$ cat src/logic/cdo_consts.svh
// offsets, field positions, reset values, response codes and step values for the op executor
`ifndef CDO_CONSTS_SVH
`define CDO_CONSTS_SVH
`define CDO_ADDR_W 8
`define CDO_OFS_CTRL 8'h00
`define CDO_OFS_STATUS 8'h04
`define CDO_OFS_ACC 8'h08
`define CDO_OFS_PCLATCH 8'h0c
`define CDO_OFS_PC 8'h10
`define CDO_CTRL_EN_BIT 0
`define CDO_ST_ZERO_BIT 0
`define CDO_ST_EXPIRED_BIT 1
`define CDO_ST_SLEEP_BIT 2
`define CDO_ST_BUSY_BIT 3
`define CDO_RST_CTRL_EN 1'b1
`define CDO_RST_ACC 8'h00
`define CDO_RST_PCLATCH 7'h00
`define CDO_RST_PC 15'h0000
`define CDO_RST_ZERO 1'b0
`define CDO_RST_EXPIRED 1'b1
`define CDO_RST_SLEEP 1'b1
`define CDO_RESP_OKAY 2'h0
`define CDO_RESP_SLVERR 2'h2
`define CDO_PC_STEP 15'h0001
`define CDO_DEC_STEP 8'h01
`endif

$ cat src/logic/cdo_pkg.sv
// types shared by the op executor
`default_nettype none
package cdo_pkg;
  typedef enum logic [2:0] {
    cdo_clear_watchdog_op = 3'h0,
    cdo_call_via_accumulator_op = 3'h1,
    cdo_complement_file_op = 3'h2,
    cdo_clear_file_op = 3'h3,
    cdo_decrement_file_op = 3'h4,
    cdo_clear_accumulator_op = 3'h5,
    cdo_decrement_skip_zero_op = 3'h6,
    cdo_nop_op = 3'h7
  } cdo_op_t;
endpackage : cdo_pkg
`default_nettype wire

$ cat src/logic/cdo_exec.sv
// executor for the clear, decrement, complement and call-through-accumulator ops
// Operation
// - watchdog clear resets counter and prescaler
// - watchdog clear sets expired and sleep flags
// - accumulator call pushes pc plus one
// - then pc gets latch and accumulator
// - accumulator call: two cycles, flags kept
// - complement file, routed by destination, updates zero
// - clear file writes zero, sets zero
// - decrement file, routed by destination, updates zero
// - clear accumulator writes zero, sets zero
// - decrement skip routes result, flags kept
// - zero result discards next, two cycles
// - file address 7 bits, destination one bit
`timescale 1ns/100ps
`include "cdo_consts.svh"
`default_nettype none
module cdo_exec (
  // clock, reset, enable
  input wire logic clk,
  input wire logic srst,
  input wire logic ce,
  // op request
  input wire logic op_valid,
  output logic op_ready,
  input wire cdo_pkg::cdo_op_t op_code,
  input wire logic [6:0] op_file_addr,
  input wire logic op_dest_sel,
  input wire logic [7:0] op_file_data,
  // file register write
  output logic file_wr_en,
  output logic [6:0] file_wr_addr,
  output logic [7:0] file_wr_data,
  // return stack push
  output logic stack_push,
  output logic [14:0] stack_top,
  // watchdog and sequencing
  output logic watchdog_counter_clear,
  output logic watchdog_prescaler_clear,
  output logic skip_next,
  // core state
  output logic [7:0] acc,
  output logic [14:0] pc,
  output logic zero_flag,
  output logic watchdog_expired_flag,
  output logic sleep_entered_flag,
  // axi4-lite slave
  input wire logic [`CDO_ADDR_W-1:0] s_axi_awaddr,
  input wire logic s_axi_awvalid,
  output logic s_axi_awready,
  input wire logic [31:0] s_axi_wdata,
  input wire logic [3:0] s_axi_wstrb,
  input wire logic s_axi_wvalid,
  output logic s_axi_wready,
  output logic [1:0] s_axi_bresp,
  output logic s_axi_bvalid,
  input wire logic s_axi_bready,
  input wire logic [`CDO_ADDR_W-1:0] s_axi_araddr,
  input wire logic s_axi_arvalid,
  output logic s_axi_arready,
  output logic [31:0] s_axi_rdata,
  output logic [1:0] s_axi_rresp,
  output logic s_axi_rvalid,
  input wire logic s_axi_rready
);

  // ==========================================================
  // op decode and result
  logic take;
  logic two_cycle;
  logic busy;
  logic exec_en;
  logic [6:0] upper_pc_latch;
  logic [7:0] next_result;
  logic next_to_acc;
  logic next_to_file;
  logic next_zero_upd;
  logic next_zero;
  logic [14:0] next_pc;
  logic bus_wr;
  logic [`CDO_ADDR_W-1:0] wr_addr_q;
  logic [31:0] wr_data_q;
  logic [3:0] wr_strb_q;
  logic aw_held;
  logic w_held;

  assign take = ce & op_valid & op_ready;

  always_comb begin
    next_result = 8'h00;
    next_to_acc = 1'b0;
    next_to_file = 1'b0;
    next_zero_upd = 1'b0;
    next_zero = zero_flag;
    two_cycle = 1'b0;
    next_pc = pc + `CDO_PC_STEP;
    unique case (op_code)
      cdo_pkg::cdo_call_via_accumulator_op: begin
        next_pc = {upper_pc_latch, acc};
        two_cycle = 1'b1;
      end
      cdo_pkg::cdo_complement_file_op: begin
        next_result = ~op_file_data;
        next_to_acc = ~op_dest_sel;
        next_to_file = op_dest_sel;
        next_zero_upd = 1'b1;
        next_zero = (next_result == 8'h00);
      end
      cdo_pkg::cdo_clear_file_op: begin
        next_to_file = 1'b1;
        next_zero_upd = 1'b1;
        next_zero = 1'b1;
      end
      cdo_pkg::cdo_decrement_file_op: begin
        next_result = op_file_data - `CDO_DEC_STEP;
        next_to_acc = ~op_dest_sel;
        next_to_file = op_dest_sel;
        next_zero_upd = 1'b1;
        next_zero = (next_result == 8'h00);
      end
      cdo_pkg::cdo_clear_accumulator_op: begin
        next_to_acc = 1'b1;
        next_zero_upd = 1'b1;
        next_zero = 1'b1;
      end
      cdo_pkg::cdo_decrement_skip_zero_op: begin
        next_result = op_file_data - `CDO_DEC_STEP;
        next_to_acc = ~op_dest_sel;
        next_to_file = op_dest_sel;
        two_cycle = (next_result == 8'h00);
        if (next_result == 8'h00) begin
          next_pc = pc + `CDO_PC_STEP + `CDO_PC_STEP;
        end
      end
      default: begin
        next_result = 8'h00;
      end
    endcase
  end

  // ==========================================================
  // sequencing: acceptance and second cycle
  always_ff @(posedge clk) begin
    if (srst) begin
      busy <= 1'b0;
      op_ready <= 1'b0;
    end else if (ce) begin
      if (take && two_cycle) begin
        busy <= 1'b1;
        op_ready <= 1'b0;
      end else begin
        busy <= 1'b0;
        op_ready <= exec_en;
      end
    end
  end

  always_ff @(posedge clk) begin
    if (srst) begin
      pc <= `CDO_RST_PC;
    end else if (ce && take) begin
      pc <= next_pc;
    end
  end

  always_ff @(posedge clk) begin
    if (srst) begin
      skip_next <= 1'b0;
    end else if (ce) begin
      skip_next <= take && op_code == cdo_pkg::cdo_decrement_skip_zero_op
                   && next_result == 8'h00;
    end
  end

  // ==========================================================
  // file write and stack push
  always_ff @(posedge clk) begin
    if (srst) begin
      file_wr_en <= 1'b0;
      file_wr_addr <= 7'h00;
      file_wr_data <= 8'h00;
    end else if (ce) begin
      file_wr_en <= take & next_to_file;
      if (take && next_to_file) begin
        file_wr_addr <= op_file_addr;
        file_wr_data <= next_result;
      end
    end
  end

  always_ff @(posedge clk) begin
    if (srst) begin
      stack_push <= 1'b0;
      stack_top <= 15'h0000;
    end else if (ce) begin
      stack_push <= take && op_code == cdo_pkg::cdo_call_via_accumulator_op;
      if (take && op_code == cdo_pkg::cdo_call_via_accumulator_op) begin
        stack_top <= pc + `CDO_PC_STEP;
      end
    end
  end

  // ==========================================================
  // watchdog clear and status flags
  always_ff @(posedge clk) begin
    if (srst) begin
      watchdog_counter_clear <= 1'b0;
      watchdog_prescaler_clear <= 1'b0;
    end else if (ce) begin
      watchdog_counter_clear <= take && op_code == cdo_pkg::cdo_clear_watchdog_op;
      watchdog_prescaler_clear <= take && op_code == cdo_pkg::cdo_clear_watchdog_op;
    end
  end

  always_ff @(posedge clk) begin
    if (srst) begin
      watchdog_expired_flag <= `CDO_RST_EXPIRED;
      sleep_entered_flag <= `CDO_RST_SLEEP;
    end else if (ce && take && op_code == cdo_pkg::cdo_clear_watchdog_op) begin
      watchdog_expired_flag <= 1'b1;
      sleep_entered_flag <= 1'b1;
    end
  end

  always_ff @(posedge clk) begin
    if (srst) begin
      zero_flag <= `CDO_RST_ZERO;
    end else if (ce && take && next_zero_upd) begin
      zero_flag <= next_zero;
    end
  end

  // ==========================================================
  // accumulator, op write wins over bus write
  always_ff @(posedge clk) begin
    if (srst) begin
      acc <= `CDO_RST_ACC;
    end else if (ce) begin
      if (take && next_to_acc) begin
        acc <= next_result;
      end else if (bus_wr && wr_addr_q == `CDO_OFS_ACC && wr_strb_q[0]) begin
        acc <= wr_data_q[7:0];
      end
    end
  end

  always_ff @(posedge clk) begin
    if (srst) begin
      upper_pc_latch <= `CDO_RST_PCLATCH;
      exec_en <= `CDO_RST_CTRL_EN;
    end else if (ce && bus_wr && wr_strb_q[0]) begin
      if (wr_addr_q == `CDO_OFS_PCLATCH) begin
        upper_pc_latch <= wr_data_q[6:0];
      end
      if (wr_addr_q == `CDO_OFS_CTRL) begin
        exec_en <= wr_data_q[`CDO_CTRL_EN_BIT];
      end
    end
  end

  // ==========================================================
  // axi4-lite write channel
  assign bus_wr = aw_held & w_held & ~s_axi_bvalid;

  always_ff @(posedge clk) begin
    if (srst) begin
      aw_held <= 1'b0;
      w_held <= 1'b0;
      s_axi_awready <= 1'b1;
      s_axi_wready <= 1'b1;
      s_axi_bvalid <= 1'b0;
      s_axi_bresp <= `CDO_RESP_OKAY;
      wr_addr_q <= 8'h00;
      wr_data_q <= 32'h00000000;
      wr_strb_q <= 4'h0;
    end else if (ce) begin
      if (s_axi_awvalid && s_axi_awready) begin
        aw_held <= 1'b1;
        s_axi_awready <= 1'b0;
        wr_addr_q <= s_axi_awaddr;
      end
      if (s_axi_wvalid && s_axi_wready) begin
        w_held <= 1'b1;
        s_axi_wready <= 1'b0;
        wr_data_q <= s_axi_wdata;
        wr_strb_q <= s_axi_wstrb;
      end
      if (bus_wr) begin
        aw_held <= 1'b0;
        w_held <= 1'b0;
        s_axi_bvalid <= 1'b1;
        s_axi_bresp <= (wr_addr_q == `CDO_OFS_CTRL || wr_addr_q == `CDO_OFS_STATUS ||
                        wr_addr_q == `CDO_OFS_ACC || wr_addr_q == `CDO_OFS_PCLATCH ||
                        wr_addr_q == `CDO_OFS_PC) ? `CDO_RESP_OKAY : `CDO_RESP_SLVERR;
      end
      if (s_axi_bvalid && s_axi_bready) begin
        s_axi_bvalid <= 1'b0;
        s_axi_awready <= 1'b1;
        s_axi_wready <= 1'b1;
      end
    end
  end

  // ==========================================================
  // axi4-lite read channel
  always_ff @(posedge clk) begin
    if (srst) begin
      s_axi_arready <= 1'b1;
      s_axi_rvalid <= 1'b0;
      s_axi_rdata <= 32'h00000000;
      s_axi_rresp <= `CDO_RESP_OKAY;
    end else if (ce) begin
      if (s_axi_arvalid && s_axi_arready) begin
        s_axi_arready <= 1'b0;
        s_axi_rvalid <= 1'b1;
        s_axi_rresp <= `CDO_RESP_OKAY;
        unique case (s_axi_araddr)
          `CDO_OFS_CTRL: s_axi_rdata <= {31'h00000000, exec_en};
          `CDO_OFS_STATUS: s_axi_rdata <= {28'h0000000, busy, sleep_entered_flag,
                                           watchdog_expired_flag, zero_flag};
          `CDO_OFS_ACC: s_axi_rdata <= {24'h000000, acc};
          `CDO_OFS_PCLATCH: s_axi_rdata <= {25'h0000000, upper_pc_latch};
          `CDO_OFS_PC: s_axi_rdata <= {17'h00000, pc};
          default: begin
            s_axi_rdata <= 32'h00000000;
            s_axi_rresp <= `CDO_RESP_SLVERR;
          end
        endcase
      end
      if (s_axi_rvalid && s_axi_rready) begin
        s_axi_rvalid <= 1'b0;
        s_axi_arready <= 1'b1;
      end
    end
  end

endmodule : cdo_exec
`default_nettype wire

$ cat config.mk
export PLATFORM = sky130hd
export DESIGN_NAME = cdo_exec
export DESIGN_NICKNAME = d
export VERILOG_FILES = /design/src/logic/cdo_pkg.sv /design/src/logic/cdo_exec.sv
export VERILOG_INCLUDE_DIRS = /design/src /design/src/logic
export SDC_FILE = /design/constraint.sdc
export NUM_CORES = 1
export LEC_CHECK = 0
export BUFFER_PORTS_ARGS = -buffer_cell sky130_fd_sc_hd__buf_4
export CAP_MARGIN = 20
export CORE_MARGIN = 8
export CORE_UTILIZATION = 50
export CTS_CLUSTER_SIZE = 12
export DETAILED_ROUTE_END_ITERATION = 16
export PLACE_DENSITY = 0.89
export SYNTH_ARGS = -nofsm -noshare
export SYNTH_HDL_FRONTEND = slang
export SYNTH_SLANG_ARGS = --single-unit
$ cat constraint.sdc
create_clock -name clk -period 7.73 [get_ports clk]
set_input_delay 1.1595 -clock clk [delete_from_list [all_inputs] [get_ports clk]]
set_output_delay 1.1595 -clock clk [all_outputs]
set_load 0.005 [all_outputs]
; ---- Yosys cells after proc, flatten, opt, wreduce, memory -nomap -nowiden
; Index checks and enable logic that the tools add are counted.
[op_classes]
n_addsub = 3
eq_ne = 14
mux = 29
bitwise_logic = 8
n_reduce_logical = 57
[ops]
columns = cell, n
row1 = $pmux 15 s5, 1
row2 = $logic_not 8->1, 5
row3 = $eq 8x4->1 const B, 4
row4 = $reduce_and 2->1, 16
row5 = $add 15x1->15 const B, 2
row6 = $pmux 15 s2, 1
row7 = $logic_and 1x1->1, 18
row8 = $mux 1, 17
row9 = $eq 8x3->1 const B, 2
row10 = $eq 8x5->1 const B, 2
row11 = $mux 8, 2
row12 = $pmux 8 s2, 1
row13 = $mux 15, 1
row14 = $reduce_bool 2->1, 7
row15 = $eq 3x3->1 const B, 3
row16 = $not 8->8, 1
row17 = $sub 8x1->8 const B, 1
row18 = $eq 3x2->1 const B, 2
row19 = $pmux 1 s2, 3
row20 = $and 1x1->1, 5
row21 = $reduce_or 5->1, 1
row22 = $logic_or 1x1->1, 4
row23 = $mux 2, 2
row24 = $reduce_or 2->1, 2
row25 = other kinds (7), 8
[word_totals]
register_bits = 128
inputBits = 80
output_inout_bits = 103
word_cells = 138

; ---- Depth between registers and ports, before layout
[logic_depth]
word_depth = 6
mapped_depth = 10
ltp_nobuf = 9

; ---- Least setup slack after synthesis
; OpenSTA, ideal clock, no wires.
[synth_timing]
kind = input-to-reg
start = in op_file_data[1]
end = reg pc[13]
setup_ps = 116
t_arrival_ps = 3161
required_time_ps = 7614
setup_slack_ps = 4453
stages = 10
n_path_buf = 1
cell_sequence = inv_1 ha_1 nor3b_1 xnor2_1 o2111ai_1 buf_2 or4_1 nor3_1 xor2_1 o21ai_1
[synth_between]
elab_chain_len = 4
[synth_rtl]
columns = element, line
row1 = start: declaration, cdo_exec.sv:29  ; input wire logic [7:0] op_file_data,
row2 = $sub 8x1->8 (no line), n/a
row3 = $logic_not 8->1, cdo_exec.sv:131  ; if (next_result == 8'h00) begin
row4 = $mux 15, cdo_exec.sv:131
row5 = $pmux 15 s2, cdo_exec.sv:97  ; unique case (op_code)
row6 = end signal: assignment, cdo_exec.sv:160  ; pc <= `CDO_RST_PC;
row7 = end signal: assignment, cdo_exec.sv:162  ; pc <= next_pc;
row8 = end: declaration, cdo_exec.sv:43  ; output logic [14:0] pc,
; Every way passes these cells.
; A chain may end at the register's enable or synchronous reset.

; ---- Final worst setup path
[layout_timing]
start = in op_file_data[1]
end = reg pc[14]
; Same word-level chain as after synthesis.

==> impl_metrics.tcl <==
set metrics [dict create \
    status "completed" \
    ys.flop_type "dfxtp_1" \
    timing.final.ws_setup_ns 4.26 \
    cts_sinks 109 \
    postSynthCellCount 723 \
    post_route_cells_drive_above_1_share_pct 20.8 \
    layout.nets 906 \
    ctsResizeCount 0 \
    cts_inserted_buffers 9 \
    slew_viol_final 0 \
    cellLeakagePower_nw 2.73 \
    reg2reg_slack_ns 4.92 \
    min_path_type "reg2reg" \
    wire_per_inst_um 16.4 \
    antenna_found_initial 0 \
    grtUsageMet2_pct 32.4 \
    place_ws_ns 3.90 \
    diodes 0 \
    peakVddDrop_v 0.000126 \
    drt_iter0_drc 452 \
    cp-start-kind "primary input" \
    layout_min_cycle_time_ns 3.47 \
    path_max_fanout 11 \
    cts_buffer_depth 2 \
    grt_usage_pct 20.2 \
    h-tree-depth 3 \
    synth_top_area_share_pct 38.2 \
    ant_nets 0 \
    clk_latency_ns 0.35 \
    wirelength_um 15900 \
    synth_area_leaders "dfxtp_1 (38%), nor2_1 (7.5%), nand2_1 (6.0%)" \
    fin_setup_tns_ns 0 \
    grt_use_met1_pct 25.2 \
    root_buffer "clkbuf_16" \
    max_slew_margin_pct 23.5 \
    ys_seq_elements 109 \
    cts_tree "built" \
    fmax_ghz 0.288 \
    setup_viol 0 \
    cap_violations 0 \
    globalplace.congestion 0.880 \
    fin_skew_ns 0.00932 \
    grt_pass1_vias 4961 \
    synth_area_leader_cell "dfxtp_1" \
    top_usage_layer "met2" \
    grt_max_degree 110 \
    crit_arrival_ns 3.70 \
    coreArea_um2 11300 \
    finalCritPeriodShare_pct 44.9 \
    final_common_cell "buf_4" \
    power_w 0.00124 \
    rsz0062_at_grt "false" \
    drc_errors 0 \
    dieArea_um2 15100 \
    synth_seq_area_share_pct 38.2 \
    grt_first_pass_wirelength_um 24600 \
    worstPathRequired_ns 7.96 \
    finalHoldViolCount 0 \
    placementRows 39 \
    synthArstFlopShare_pct 0 \
    tightest_slew_ns 1.14 \
    die_x_um 123 \
    die_h_um 123 \
    p_per_area_nw_per_um2 178 \
    place_hpwl_um 11500 \
    io_pins 183 \
    via_count 5452 \
    port_buffers 134 \
    cp-end-kind "flip-flop" \
    syn_area_per_cell_um2 7.91 \
    path_clk_slew_ns 0.07 \
    overflow 0 \
    critPathKind "in2reg" \
    syn_to_final_growth_pct 22.4 \
    synth_area_um2 5720 \
    fillCellCount 995 \
    viasPerCell 5.63 \
    start_util_pct 50.7 \
    first_pass_iters 5 \
    postCtsHoldBufs 0 \
    postCtsSetupBuffers 0 \
    synth_edf_count 0 \
    final_cell_mix "buf_4 (139), nor2_1 (115), dfxtp_1 (109)" \
    synth.distinct_cells 65 \
    ys_warn_count 0 \
    met3_usage_pct 4.84 \
]
==> worst paths after layout <==
check	startpoint	endpoint	depth (start not counted)
setup / recovery	op_file_data[1]	pc[14]	11
hold / removal	wr_addr_q[7]	wr_addr_q[7]	2
hold reg to reg	wr_addr_q[7]	wr_addr_q[7]	2
setup reg to reg	pc[0]	pc[14]	8
==> cell type report <==
| type | count | area (µm²) | share of cell area (%) |
|---|---|---|---|
| clock buffers | 9 | 225 | 3.22 |
| clock inverters | 6 | 113 | 1.61 |
| inverters | 7 | 26.3 | 0.375 |
| multi-input cells | 554 | 3200 | 45.8 |
| flip-flops and latches | 109 | 2180 | 31.2 |
| well taps | 143 | 179 | 2.56 |
| repair buffers | 140 | 1070 | 15.3 |
==> metrics by stage <==
step | hold slack (ns) | cell area, µm² | std cells | util, %
global placement | 0.440 | 6630 | 952 | 58.8
detailed placement | 0.442 | 6630 | 952 | 58.8
global route | 0.470 | 7000 | 968 | 62.1
finish | 0.451 | 7000 | 968 | 62.1
floorplan | 0.431 | 5790 | 742 | -
CTS | 0.452 | 6970 | 967 | 61.8
==> metal layers <==
metal  part of all wire (%)  vias to the layer above
met5                      0                        -
met2                     47                      253
met4                    3.5                        0
met3                    8.4                       47
met1                     41                     2494
li1                       -                     2658
==> cell families (layout without fill, tap and decap cells) <==
family | Yosys count | count (layout) | share of synthesized area (%)
xor gates and xnor gates | 29 | 29 | 4.44
and+or+nand+nor | 312 | 312 | 25.5
buffers and inverters | 79 | 162 | 7.33
AOI/OAI and AO/OA | 147 | 147 | 16.0
muxes | 40 | 40 | 7.33
DFF | 109 | 109 | 38.2
other | 2 | 21 | 0.131
adders and majority gates | 5 | 5 | 1.09
==> critical path, stage by stage <==
cell	delay [ns]
buf_4	0.13
inv_1	0.09
ha_1	0.22
nor3b_1	0.48
xnor2_1	0.19
o2111ai_1	0.14
buf_4	0.20
or4b_1	0.63
nor4_2	0.21
xnor2_1	0.16
o32ai_1	0.09
==> report_power, final <==
| group | total [W] | internal [W] | switching [W] |
|---|---|---|---|
| clock network | 0.000526 | 0.000316 | 0.000211 |
| registers | 0.000588 | 0.000574 | 0.0000148 |
| logic | 0.000129 | 0.0000563 | 0.0000722 |
==> synth_stat cells, types with 3 or more instances <==
| library cell | instances |
|---|---|
| and3_1 | 7 |
| nor3b_1 | 4 |
| or4_1 | 4 |
| nor3_1 | 22 |
| a22oi_1 | 9 |
| or3_1 | 4 |
| buf_6 | 3 |
| nand2_1 | 91 |
| mux2i_1 | 34 |
| clkbuf_1 | 32 |
| ha_1 | 5 |
| mux2_2 | 5 |
| nor2b_1 | 7 |
| buf_2 | 14 |
| nand3b_1 | 3 |
| nor2_1 | 115 |
| nor4_1 | 3 |
| nand3_1 | 22 |
| a21oi_1 | 61 |
| dfxtp_1 | 109 |
| xnor2_1 | 17 |
| xor2_1 | 12 |
| inv_1 | 7 |
| a221oi_1 | 4 |
| a31oi_1 | 3 |
| o21a_1 | 4 |
| a211oi_1 | 19 |
| o21ai_0 | 24 |
| nand2b_1 | 9 |
| buf_4 | 22 |
==> sequential cells by signal (all words and copies together) (netlist names), 7 cells and up <==
name / cells
pc: 15
s_axi_rdata: 15
stack_top: 15
acc: 8
file_wr_data: 8
wr_addr_q: 8
wr_data_q: 8
file_wr_addr: 7
upper_pc_latch: 7
Power figures use the tool's default switching activity.
